==> config.mk <==
export PLATFORM = sky130hd
export DESIGN_NAME = limit_status_alert_logic
export DESIGN_NICKNAME = d
export VERILOG_FILES = /design/src/verilog/lsa_pkg.sv /design/src/verilog/cycle_sequencer.sv /design/src/verilog/sticky_flag.sv /design/src/verilog/limit_status_alert_logic.sv
export SDC_FILE = /design/constraint.sdc
export NUM_CORES = 1
export LEC_CHECK = 0
export ABC_CLOCK_PERIOD_IN_PS = 4900
export BUFFER_PORTS_ARGS = -buffer_cell sky130_fd_sc_hd__buf_4
export CAP_MARGIN = 20
export CORE_UTILIZATION = 50
export DETAILED_ROUTE_END_ITERATION = 6
export GPL_TIMING_DRIVEN = 0
export MAX_ROUTING_LAYER = met4
export PLACE_DENSITY = 0.67
export SYNTH_ARGS = -nofsm -noshare
export SYNTH_HDL_FRONTEND = slang
export SYNTH_HIERARCHICAL = 1
export SYNTH_SLANG_ARGS = --single-unit
export TNS_END_PERCENT = 1
==> constraint.sdc <==
create_clock -name clk -period 4.9 [get_ports clk]
set_clock_uncertainty 0.1 [all_clocks]
set_input_delay 0.245 -clock clk [delete_from_list [all_inputs] [get_ports clk]]
set_output_delay 0.245 -clock clk [all_outputs]
set_load 0.02 [all_outputs]
==> src/verilog/lsa_pkg.sv <==
// Package: register map, field positions, timing and carrier types for the limit status block
package lsa_pkg;
  // Register offsets on the serial register port
  localparam logic [7:0] ADDR_CFG1 = 8'h40;
  localparam logic [7:0] ADDR_STAT1 = 8'h41;
  localparam logic [7:0] ADDR_STAT2 = 8'h42;
  localparam logic [7:0] ADDR_CFG2 = 8'h73;
  localparam logic [7:0] ADDR_MASK1 = 8'h74;
  localparam logic [7:0] ADDR_MASK2 = 8'h75;
  localparam logic [7:0] ADDR_CFG3 = 8'h78;
  localparam logic [7:0] ADDR_CFG4 = 8'h7D;
  // Latest channel values, one byte per channel from this base
  localparam logic [7:0] ADDR_VAL_BASE = 8'h20;
  // Reset values
  localparam logic [7:0] CFG1_RST = 8'h01;
  localparam logic [7:0] CFG2_RST = 8'h00;
  localparam logic [7:0] MASK_RST = 8'h00;
  localparam logic [7:0] CFG3_RST = 8'h00;
  localparam logic [7:0] CFG4_RST = 8'h01;
  localparam logic [7:0] VAL_RST = 8'h00;
  // Field positions
  localparam int CFG1_START = 0;
  localparam int CFG2_NOAVG = 4;
  localparam int CFG3_ALERT = 0;
  localparam int CFG3_OVERTEMP_PIN_EN = 1;
  localparam int ST1_OOL = 7;
  localparam int ST2_F4 = 5;
  localparam int ST2_OVT = 1;
  localparam int ST2_STICKY_LO = 2;
  localparam int ST2_STICKY_HI = 7;
  localparam int MASK1_OOL = 7;
  // Analog channels in round-robin order: core, supply, remote 1, local, remote 2
  localparam int NCH = 5;
  localparam int CH_BIT [NCH] = '{1, 2, 4, 5, 6};
  // Source bits of each status register (reserved bits excluded)
  localparam logic [7:0] ST1_SRC = 8'h76;
  localparam logic [7:0] ST2_SRC = 8'hFE;
  // Monitoring pass time
  localparam int CLK_KHZ = 25000;
  localparam int PASS_AVG_MS = 146;
  localparam int PASS_FAST_MS = 19;
  localparam int PASS_AVG_CYC = PASS_AVG_MS * CLK_KHZ;
  localparam int PASS_FAST_CYC = PASS_FAST_MS * CLK_KHZ;
  // Role of the second multifunction pin
  typedef enum logic [1:0] {
    ROLE_OVERTEMP_PIN = 2'b00,
    ROLE_FAN_FOUR_TACH_INPUT = 2'b01,
    ROLE_GPIO = 2'b10,
    ROLE_ALERT = 2'b11
  } pin_role_t;
  // One finished conversion with the limits it is judged against
  typedef struct packed {
    logic valid;
    logic [2:0] chan;
    logic [7:0] value;
    logic [7:0] low;
    logic [7:0] high;
  } meas_t;
  // Register port request
  typedef struct packed {
    logic wr;
    logic rd;
    logic [7:0] addr;
    logic [7:0] wdata;
  } reg_req_t;
endpackage

==> src/verilog/cycle_sequencer.sv <==
// Round-robin conversion sequencer: paces one conversion request per channel slot
`timescale 1ns/100ps
module cycle_sequencer import lsa_pkg::*; #(
  parameter int SLOT_AVG = PASS_AVG_CYC / NCH,
  parameter int SLOT_FAST = PASS_FAST_CYC / NCH,
  parameter int CNT_W = 22
) (
  input wire logic clk,
  input wire logic rstn,
  input wire logic run,
  input wire logic fast,
  output logic conv_req,
  output logic [2:0] conv_chan
);
  initial begin
    if (SLOT_AVG < 1 || SLOT_FAST < 1 || SLOT_AVG >= 2 ** CNT_W || SLOT_FAST >= 2 ** CNT_W) begin
      $error("slot length does not fit the counter");
    end
  end
  logic [CNT_W-1:0] cnt_reg; // Cycles left in the current slot
  logic [2:0] chan_reg; // Channel of the next request
  wire slot_end = (cnt_reg == '0);
  wire [CNT_W-1:0] reload = fast ? CNT_W'(SLOT_FAST - 1) : CNT_W'(SLOT_AVG - 1);
  wire [2:0] chan_next = (chan_reg == 3'(NCH - 1)) ? 3'h0 : chan_reg + 3'h1;
  // A stop lets the running slot finish but starts nothing new
  assign conv_req = run && slot_end;
  assign conv_chan = chan_reg;
  // Slot counter: five slots make one pass of the chosen length
  always_ff @(posedge clk) begin
    if (!rstn) begin
      cnt_reg <= '0;
      chan_reg <= 3'h0;
    end else if (conv_req) begin
      cnt_reg <= reload;
      chan_reg <= chan_next;
    end else if (!slot_end) begin
      cnt_reg <= cnt_reg - 1'b1;
    end
  end
  // Helper: cycles since the previous request
  logic [CNT_W:0] gap_reg;
  logic seen_reg;
  always_ff @(posedge clk) begin
    if (!rstn) begin
      gap_reg <= '0;
      seen_reg <= 1'b0;
    end else begin
      gap_reg <= conv_req ? (CNT_W+1)'(1) : gap_reg + 1'b1;
      seen_reg <= seen_reg | conv_req;
    end
  end
  chk_stop_halts: assert property (@(posedge clk) disable iff (!rstn) !run |-> !conv_req)
    else $error("request issued while stopped");
  chk_slot_gap: assert property (@(posedge clk) disable iff (!rstn)
    conv_req && seen_reg && $past(run) |-> gap_reg == SLOT_AVG || gap_reg == SLOT_FAST || gap_reg > SLOT_AVG)
    else $error("slot spacing wrong");
  chk_chan_wrap: assert property (@(posedge clk) disable iff (!rstn)
    conv_req && conv_chan == 3'(NCH - 1) |=> conv_chan == 3'h0)
    else $error("channel order broken");
  cov_fast_req: cover property (@(posedge clk) disable iff (!rstn) conv_req && fast);
endmodule

==> src/verilog/sticky_flag.sv <==
// One status bit: set by its source, cleared by a read only once the cause has gone
`timescale 1ns/100ps
module sticky_flag (
  input wire logic clk,
  input wire logic rstn,
  input wire logic set_evt,
  input wire logic cond_now,
  input wire logic rd_clr,
  output logic flag
);
  logic flag_reg;
  // Set wins over a clearing read in the same cycle, so no event is lost
  wire flag_next = set_evt | (flag_reg & ~(rd_clr & ~cond_now));
  always_ff @(posedge clk) begin
    if (!rstn) begin
      flag_reg <= 1'b0;
    end else begin
      flag_reg <= flag_next;
    end
  end
  assign flag = flag_reg;
  chk_read_keeps: assert property (@(posedge clk) disable iff (!rstn)
    flag && rd_clr && cond_now |=> flag)
    else $error("flag cleared while condition persists");
  chk_hold_noread: assert property (@(posedge clk) disable iff (!rstn)
    flag && !rd_clr |=> flag)
    else $error("flag dropped without a read");
  chk_set_event: assert property (@(posedge clk) disable iff (!rstn) set_evt |=> flag)
    else $error("flag not set by event");
  cov_read_clear: cover property (@(posedge clk) disable iff (!rstn) flag && rd_clr && !cond_now ##1 !flag);
endmodule

==> src/verilog/limit_status_alert_logic.sv <==
// Limit status, alert masking and multifunction pin selection for the thermal monitor
//
// Functional notes
// - Start bit begins monitoring, set after reset
// - Clearing start bit stops further conversions
// - Each result stored at once per channel
// - Averaged pass takes 146 ms
// - Unaveraged pass takes 19 ms
// - Fan flags independent of analog cycle
// - Out-of-limit comparison sets channel status bit
// - Sticky bits clear by read after cause
// - Overtemperature bit and its alert self-clear
// - Summary bit shows second status register nonzero
// - First status bit map per channel
// - Second status: diodes, fans, overtemperature
// - Bit five is fan four or timer
// - Masks gate alert only, not status
// - Alert stays low until status read
// - Mask bit map blocks matching source
// - Mask one bit seven gates register-two summary
// - Mask two bit five follows pin role
// - Alert off at reset, config three enables
// - Config four selects second pin role
// - Out when above high or at/below low
// - Config two bit four disables averaging
`timescale 1ns/100ps
module limit_status_alert_logic import lsa_pkg::*; #(
  parameter int PASS_AVG = PASS_AVG_CYC, // Averaged pass length in cycles
  parameter int PASS_FAST = PASS_FAST_CYC, // Unaveraged pass length in cycles
  parameter int CNT_W = 22 // Slot counter width
) (
  input wire logic clk,
  input wire logic rstn,
  input wire reg_req_t reg_req,
  output logic [7:0] reg_rdata,
  output logic conv_req,
  output logic [2:0] conv_chan,
  input wire meas_t meas,
  input wire logic [1:0] diode_fault,
  input wire logic [3:0] fan_slow,
  input wire logic timer_limit_hit,
  input wire logic overtemp_active,
  output logic pin_one_o,
  output logic pin_one_oe,
  input wire logic pin_two_i,
  output logic pin_two_o,
  output logic pin_two_oe,
  output logic fan_four_tach_input,
  output logic overtemp_pin,
  output logic averaging_on
);
  initial begin
    if (PASS_AVG < NCH || PASS_FAST < NCH) begin
      $error("pass length shorter than one cycle per channel");
    end
  end

  // Software-visible configuration
  logic [7:0] cfg1_reg; // Start bit lives here
  logic [7:0] cfg2_reg; // Averaging control
  logic [7:0] mask1_reg; // Alert masks for analog channels
  logic [7:0] mask2_reg; // Alert masks for diodes, fans, overtemperature
  logic [7:0] cfg3_reg; // Alert enable on pin one, timer enable
  logic [7:0] cfg4_reg; // Role of pin two
  logic [7:0] val_reg [NCH]; // Latest value of each channel
  logic [NCH-1:0] last_out_reg; // Result of last comparison per channel
  logic ovt_reg; // Non-sticky overtemperature bit
  logic [7:0] rdata_reg;
  logic io_tach_reg;
  logic io_overtemp_pin_reg;

  // Register decode
  wire wr_cfg1 = reg_req.wr && reg_req.addr == ADDR_CFG1;
  wire wr_cfg2 = reg_req.wr && reg_req.addr == ADDR_CFG2;
  wire wr_mask1 = reg_req.wr && reg_req.addr == ADDR_MASK1;
  wire wr_mask2 = reg_req.wr && reg_req.addr == ADDR_MASK2;
  wire wr_cfg3 = reg_req.wr && reg_req.addr == ADDR_CFG3;
  wire wr_cfg4 = reg_req.wr && reg_req.addr == ADDR_CFG4;
  wire rd_stat1 = reg_req.rd && reg_req.addr == ADDR_STAT1;
  wire rd_stat2 = reg_req.rd && reg_req.addr == ADDR_STAT2;

  // Pin two role and derived modes
  pin_role_t role;
  assign role = pin_role_t'(cfg4_reg[1:0]);
  // Timer role needs both the role code and the enable bit
  wire overtemp_pin_mode = (role == ROLE_OVERTEMP_PIN) && cfg3_reg[CFG3_OVERTEMP_PIN_EN];
  wire fast_mode = cfg2_reg[CFG2_NOAVG];

  // Sequencer: one slot per channel; slot sums to the pass time
  cycle_sequencer #(
    .SLOT_AVG(PASS_AVG / NCH),
    .SLOT_FAST(PASS_FAST / NCH),
    .CNT_W(CNT_W)
  ) u_seq (
    .clk(clk),
    .rstn(rstn),
    .run(cfg1_reg[CFG1_START]),
    .fast(fast_mode),
    .conv_req(conv_req),
    .conv_chan(conv_chan)
  );

  // Window comparison: strictly above high or at/below low is out
  wire meas_ok = meas.valid && meas.chan < 3'(NCH);
  wire meas_out = (meas.value > meas.high) || (meas.value <= meas.low);

  // Analog channel status bits
  logic [NCH-1:0] ch_flag;
  genvar g;
  generate
    for (g = 0; g < NCH; g++) begin : g_ch
      wire hit = meas_ok && meas.chan == 3'(g);
      sticky_flag u_flag (
        .clk(clk),
        .rstn(rstn),
        .set_evt(hit && meas_out),
        .cond_now(hit ? meas_out : last_out_reg[g]),
        .rd_clr(rd_stat1),
        .flag(ch_flag[g])
      );
    end
  endgenerate

  // Second register sources are levels from the tach and diode logic,
  // which run free of the analog cycle
  wire f4_src = overtemp_pin_mode ? timer_limit_hit : fan_slow[3];
  wire [7:0] src2 = {diode_fault[1], diode_fault[0], f4_src, fan_slow[2:0], 2'b00};
  logic [7:0] stat2_sticky;
  generate
    for (g = 0; g < 8; g++) begin : g_st2
      if (g >= ST2_STICKY_LO && g <= ST2_STICKY_HI) begin : g_on
        sticky_flag u_flag (
          .clk(clk),
          .rstn(rstn),
          .set_evt(src2[g]),
          .cond_now(src2[g]),
          .rd_clr(rd_stat2),
          .flag(stat2_sticky[g])
        );
      end else begin : g_off
        assign stat2_sticky[g] = 1'b0;
      end
    end
  endgenerate

  // Assemble the status registers
  logic [7:0] stat1;
  logic [7:0] stat2;
  always_comb begin
    stat2 = stat2_sticky;
    stat2[ST2_OVT] = ovt_reg;
    stat1 = 8'h00;
    for (int i = 0; i < NCH; i++) begin
      stat1[CH_BIT[i]] = ch_flag[i];
    end
    stat1[ST1_OOL] = |stat2;
  end

  // Alert: any unmasked source bit pulls the line low, the summary bit only once every register-two source is masked; masks never touch status
  wire [7:0] live1 = stat1 & ~mask1_reg & ST1_SRC;
  wire [7:0] live2 = stat2 & ~mask2_reg & ST2_SRC;
  // With every second-register source masked, the summary mask decides
  wire all2_masked = &mask2_reg[ST2_STICKY_HI:ST2_OVT];
  wire summary_alert = all2_masked && (|stat2) && !mask1_reg[MASK1_OOL];
  wire alert_pending = (|live1) || (|live2) || summary_alert;

  // Open-drain outputs: only ever drive low
  assign pin_one_o = 1'b0;
  assign pin_one_oe = cfg3_reg[CFG3_ALERT] && alert_pending;
  assign pin_two_o = 1'b0;
  assign pin_two_oe = (role == ROLE_ALERT) && alert_pending;
  assign fan_four_tach_input = io_tach_reg;
  assign overtemp_pin = io_overtemp_pin_reg;
  assign averaging_on = !fast_mode;
  assign reg_rdata = rdata_reg;

  // Read multiplexer; unmapped offsets read zero
  logic [7:0] rd_mux;
  always_comb begin
    rd_mux = 8'h00;
    case (reg_req.addr)
      ADDR_CFG1: rd_mux = cfg1_reg;
      ADDR_STAT1: rd_mux = stat1;
      ADDR_STAT2: rd_mux = stat2;
      ADDR_CFG2: rd_mux = cfg2_reg;
      ADDR_MASK1: rd_mux = mask1_reg;
      ADDR_MASK2: rd_mux = mask2_reg;
      ADDR_CFG3: rd_mux = cfg3_reg;
      ADDR_CFG4: rd_mux = cfg4_reg;
      default: begin
        for (int i = 0; i < NCH; i++) begin
          if (reg_req.addr == ADDR_VAL_BASE + 8'(i)) begin
            rd_mux = val_reg[i];
          end
        end
      end
    endcase
  end

  // Configuration registers
  always_ff @(posedge clk) begin
    if (!rstn) begin
      cfg1_reg <= CFG1_RST;
      cfg2_reg <= CFG2_RST;
      mask1_reg <= MASK_RST;
      mask2_reg <= MASK_RST;
      cfg3_reg <= CFG3_RST;
      cfg4_reg <= CFG4_RST;
    end else begin
      if (wr_cfg1) cfg1_reg <= reg_req.wdata;
      if (wr_cfg2) cfg2_reg <= reg_req.wdata;
      if (wr_mask1) mask1_reg <= reg_req.wdata;
      if (wr_mask2) mask2_reg <= reg_req.wdata;
      if (wr_cfg3) cfg3_reg <= reg_req.wdata;
      if (wr_cfg4) cfg4_reg <= reg_req.wdata;
    end
  end

  // Value store and last comparison, written as each result lands
  always_ff @(posedge clk) begin
    if (!rstn) begin
      for (int i = 0; i < NCH; i++) begin
        val_reg[i] <= VAL_RST;
      end
      last_out_reg <= '0;
    end else if (meas_ok) begin
      val_reg[meas.chan] <= meas.value;
      last_out_reg[meas.chan] <= meas_out;
    end
  end

  // Overtemperature follows its source, read data and pin inputs are registered
  always_ff @(posedge clk) begin
    if (!rstn) begin
      ovt_reg <= 1'b0;
      rdata_reg <= 8'h00;
      io_tach_reg <= 1'b0;
      io_overtemp_pin_reg <= 1'b0;
    end else begin
      ovt_reg <= overtemp_active;
      if (reg_req.rd) rdata_reg <= rd_mux;
      io_tach_reg <= (role == ROLE_FAN_FOUR_TACH_INPUT) && pin_two_i;
      io_overtemp_pin_reg <= overtemp_pin_mode && !pin_two_i;
    end
  end

  // Checks
  chk_start_reset: assert property (@(posedge clk) $past(!rstn) && rstn |-> cfg1_reg[CFG1_START])
    else $error("start bit not set after reset");
  chk_value_store: assert property (@(posedge clk) disable iff (!rstn)
    meas_ok |=> val_reg[$past(meas.chan)] == $past(meas.value))
    else $error("result not stored");
  chk_flag_sets: assert property (@(posedge clk) disable iff (!rstn)
    meas_ok && (meas.value <= meas.low) |=> stat1[CH_BIT[$past(meas.chan)]])
    else $error("low limit hit not flagged");
  chk_ovt_clears: assert property (@(posedge clk) disable iff (!rstn)
    !overtemp_active |=> !stat2[ST2_OVT])
    else $error("overtemperature bit stuck");
  chk_summary_read: assert property (@(posedge clk) disable iff (!rstn)
    rd_stat1 && (|stat2) |=> reg_rdata[ST1_OOL])
    else $error("summary bit missing on read");
  chk_alert_drive: assert property (@(posedge clk) disable iff (!rstn)
    cfg3_reg[CFG3_ALERT] && (|live1) |-> pin_one_oe && !pin_one_o)
    else $error("alert not driven");
  chk_alert_off: assert property (@(posedge clk) disable iff (!rstn)
    !cfg3_reg[CFG3_ALERT] |-> !pin_one_oe)
    else $error("alert driven while disabled");
  chk_pin_two_role: assert property (@(posedge clk) disable iff (!rstn)
    role != ROLE_ALERT |-> !pin_two_oe)
    else $error("pin two driven outside alert role");
  chk_mask_block: assert property (@(posedge clk) disable iff (!rstn)
    ((stat1 & ~mask1_reg & ST1_SRC) == 8'h00) && ((stat2 & ~mask2_reg & ST2_SRC) == 8'h00)
    && mask1_reg[MASK1_OOL] |-> !pin_one_oe && !pin_two_oe)
    else $error("masked source drove alert");
  cov_alert: cover property (@(posedge clk) disable iff (!rstn) $rose(pin_one_oe));
  cov_ovt: cover property (@(posedge clk) disable iff (!rstn) stat2[ST2_OVT] ##1 !stat2[ST2_OVT]);
  cov_timer_flag: cover property (@(posedge clk) disable iff (!rstn) overtemp_pin_mode && stat2[ST2_F4]);
endmodule

==> reports/results.ini <==
[yosys]
number_of_enable_flip_flop_cells_after_synthesis = 40
syn_inst = 772
synth_largest_area_cell = sky130_fd_sc_hd__dfxtp_1
netlist-cell-type-count = 73
postSynthRegisterBits = 140
synth_async_sr_flop_share_pct = 0
post_synth_main_area_contributors = sky130_fd_sc_hd__dfxtp_1 27%, sky130_fd_sc_hd__edfxtp_1 16%, sky130_fd_sc_hd__mux2i_1 5.7%, sky130_fd_sc_hd__nor2b_1 3.5%, sky130_fd_sc_hd__and2_1 3.3%
post_synth.cell_area_avg_um2 = 9.497
ys_top_cells_by_count = 100 x sky130_fd_sc_hd__dfxtp_1, 55 x sky130_fd_sc_hd__nand2_1, 48 x sky130_fd_sc_hd__nor2_1
synthMostInstantiatedCell = sky130_fd_sc_hd__dfxtp_1
synth.top_cell.area_share_pct = 27.30
yosys_warnings = 6
flip_flop_cell_with_the_highest_count_after_synthesis = sky130_fd_sc_hd__dfxtp_1
synth_area_um2 = 7332
ys_seq_area_share_pct = 43.69

[timing]
post-route-min-period_ps = 3338
worstMarginPinSlew_ps = 752.0
tns_ps = 0
grt_setup_unrepaired = false
maxSlewViolCount = 0
timing.fmax_mhz = 299.6
final.period_utilization_pct = 68.11
final_setup_fails = 0
layout_setup_ws_ps = 1562
finalHoldViolations = 0
max_slew_margin_pct = 49.48

[clocking]
cts.sink_count = 140
cts_buffer_depth = 2
cts.repair.resized = 0
cts_htree_levels = 4
worst_skew_pair.late_latency_ps = 430
cts-root-buf = sky130_fd_sc_hd__clkbuf_16
cts_tree = yes
cts_made_buffers = 17
cts.clk_slew.worst_paths_ps = 50

[cells_and_area]
area_delta_synth_final_pct = 17.63
number_of_nets_in_the_layout = 942
drive_above_1_share_pct = 17.18
fillerInstances = 1194
antenna_cells_inserted = 0
largest_reg_flops = 40

[drt]
wl_per_cell_um = 19.71
drt_wl_total_mm = 20.87
drt_drc_violations_left = 0
detailedRoute.firstIterationViolations = 500
via_count = 6307
drt-vias-per-instance = 5.956
drt.antenna.violating_nets = 0
initial_drt_pass_iterations = 5

[critical_path]
critical_path.cell_chain = inv_1, ha_1, or3b_2, or4_1, buf_2, nor2_2, and2_1, buf_4
crit_path_end_kind = primary output
timing_worst_setup_path_type = reg -> out
critPathMaxStageDelay_ps = 520
critPathLaunchType = flip-flop
crit-reg2reg-launch = u_seq/cnt_reg[0]$_SDFFE_PN0P_
critPathMaxFanout = 10
regToRegSetupSlack_ps = 2020
timing.critical_path.arrival_ps = 2990
rr_endpoint = u_seq/cnt_reg[2]$_SDFFE_PN0P_
critical_path_rt_ps = 4550
crit_slowest_cell = sky130_fd_sc_hd__or4_1
number_of_cells_on_the_worst_reg_to_reg_path = 8

[power]
pwr_density_cell_nw_per_um2 = 374.4
vdd_ir_drop_max_mv = 0.2423
leakage_nw = 3.412

[floorplan]
floorplan.die.height_um = 123.1
placementRows = 43
floorplan.core_area_um2 = 14100
die-area_um2 = 15150
top_level_ports = 76
die_width_um = 123.1
initial_utilization_pct = 52.01

[worst_hold_path]
path_type_of_the_worst_min_delay_path = in -> reg
hold_end = g_st2[2].g_on.u_flag/flag$_SDFF_PN0_
holdCritStartpoint = fan_slow[0]
cell_depth_of_the_worst_hold_path = 3

[global_route]
grt_overall_usage_pct = 29.94
grt_pass1_vias = 5964
grt_max_degree = 27
grt_first_pass_wirelength_mm = 32.60
globalRoute.totalOverflow = 0
initial_antenna_violation_count = 0

[placement]
placement.setup.worst_slack_ps = 2026
gp_routability_congestion = 0.9191
port_buffers = 68
detailedPlacementHpwl_mm = 15.25

[run]
max_cap_violations = 0

[run_status]
outcome = complete, no violations

-- layout make-up --
class / count / area (um2) / area share (%)
buffer: 37 / 185.2 / 2.147
clock buffer: 20 / 436.7 / 5.063
clock inverter: 12 / 56.30 / 0.6528
inverter: 35 / 131.4 / 1.523
multi-input combinational: 561 / 3816 / 44.25
sequential: 140 / 3203 / 37.14
tap: 180 / 225.2 / 2.611
timing repair buffer: 74 / 570.5 / 6.615
-- how the worst max path moves through the flow --
stage | startpoint | end | slack [ps] | cells past startpoint
after floorplan | u_seq/cnt_reg[0]$_SDFFE_PN0P_ | conv_req | 2390 | 7
after global placement | u_seq/cnt_reg[0]$_SDFFE_PN0P_ | conv_req | 2050 | 8
after detailed placement | u_seq/cnt_reg[0]$_SDFFE_PN0P_ | conv_req | 2030 | 8
after CTS | u_seq/cnt_reg[0]$_SDFFE_PN0P_ | conv_req | 1570 | 8
after global routing | u_seq/cnt_reg[0]$_SDFFE_PN0P_ | conv_req | 1450 | 8
final | u_seq/cnt_reg[0]$_SDFFE_PN0P_ | conv_req | 1560 | 8
-- power by group --
part           leakage [nW]  internal [W]  switching, W
registers              1.20       0.00130     0.0000980
logic                  1.98      0.000312      0.000414
clock network         0.236      0.000629      0.000480
total                  3.41       0.00224      0.000993
-- layout by cell type, fill, tap and decap left out, types with 7 or more instances in the layout --
cell type,netlist,routed
sky130_fd_sc_hd__o21ai_0,41,41
sky130_fd_sc_hd__clkbuf_1,18,21
sky130_fd_sc_hd__nand3_1,29,29
sky130_fd_sc_hd__inv_1,34,34
sky130_fd_sc_hd__nor2b_1,41,41
sky130_fd_sc_hd__edfxtp_1,40,40
sky130_fd_sc_hd__or3_1,7,7
sky130_fd_sc_hd__buf_2,10,10
sky130_fd_sc_hd__nand2b_1,10,10
sky130_fd_sc_hd__nor4_1,7,7
sky130_fd_sc_hd__nand2_1,55,55
sky130_fd_sc_hd__a21oi_1,35,35
sky130_fd_sc_hd__clkinv_1,1,8
sky130_fd_sc_hd__a22oi_1,7,7
sky130_fd_sc_hd__a211oi_1,7,7
sky130_fd_sc_hd__buf_4,7,75
sky130_fd_sc_hd__and3_1,8,8
sky130_fd_sc_hd__mux2i_1,42,42
sky130_fd_sc_hd__a21boi_1,14,14
sky130_fd_sc_hd__a31oi_1,20,20
sky130_fd_sc_hd__nor3b_2,12,12
sky130_fd_sc_hd__nor3_1,18,18
sky130_fd_sc_hd__dfxtp_1,100,100
sky130_fd_sc_hd__a22o_1,7,7
sky130_fd_sc_hd__or4_1,8,8
sky130_fd_sc_hd__nor2_1,48,48
sky130_fd_sc_hd__and2_1,39,39
sky130_fd_sc_hd__clkbuf_16,0,17
sky130_fd_sc_hd__ha_1,19,19
-- timing repair --
item | in CTS | in global routing
hold buffers | 6 | 0
setup buffers | 0 | 0
hold endpoints to repair | 6 | 0
-- cell families after synthesis --
| group | synth area share, % |
|---|---|
| AND/OR/NAND/NOR | 26.04 |
| other | 0.05115 |
| multiplexers | 8.037 |
| flip-flops | 43.69 |
| adder cells (fa/ha/maj) | 3.242 |
| buffers and inverters | 4.317 |
| AO/OA/AOI/OAI | 14.15 |
| XOR/XNOR | 0.4779 |
-- per-stage QoR --
stage               hold slack [ps]  util [%]  cell area [um2]  power, W  instances
floorplan                     224.3         -             7336  0.001908        773
global placement              317.4     57.26             8071  0.002099       1021
detailed placement            324.4     57.26             8071  0.002128       1021
CTS                           1.984     61.18             8625  0.003229       1059
global route                  11.92     61.18             8625  0.003385       1059
finish                        5.621     61.18             8625  0.003229       1059
-- routing by layer --
| layer | global-route usage (%) | share of wire (%) |
|---|---|---|
| met5 | - | 0 |
| met4 | 10.32 | 2.0 |
| met3 | 6.319 | 6.2 |
| met2 | 47.75 | 47 |
| met1 | 37.74 | 44 |
-- worst max-delay path, delay by kind of cell, from the launching register on --
kind,cells,cell delay (ps)
simple gates,4,1640
buf+inv,3,390
flops,1,350
fa+ha+maj,1,190
(Power assumes the default switching activity.)
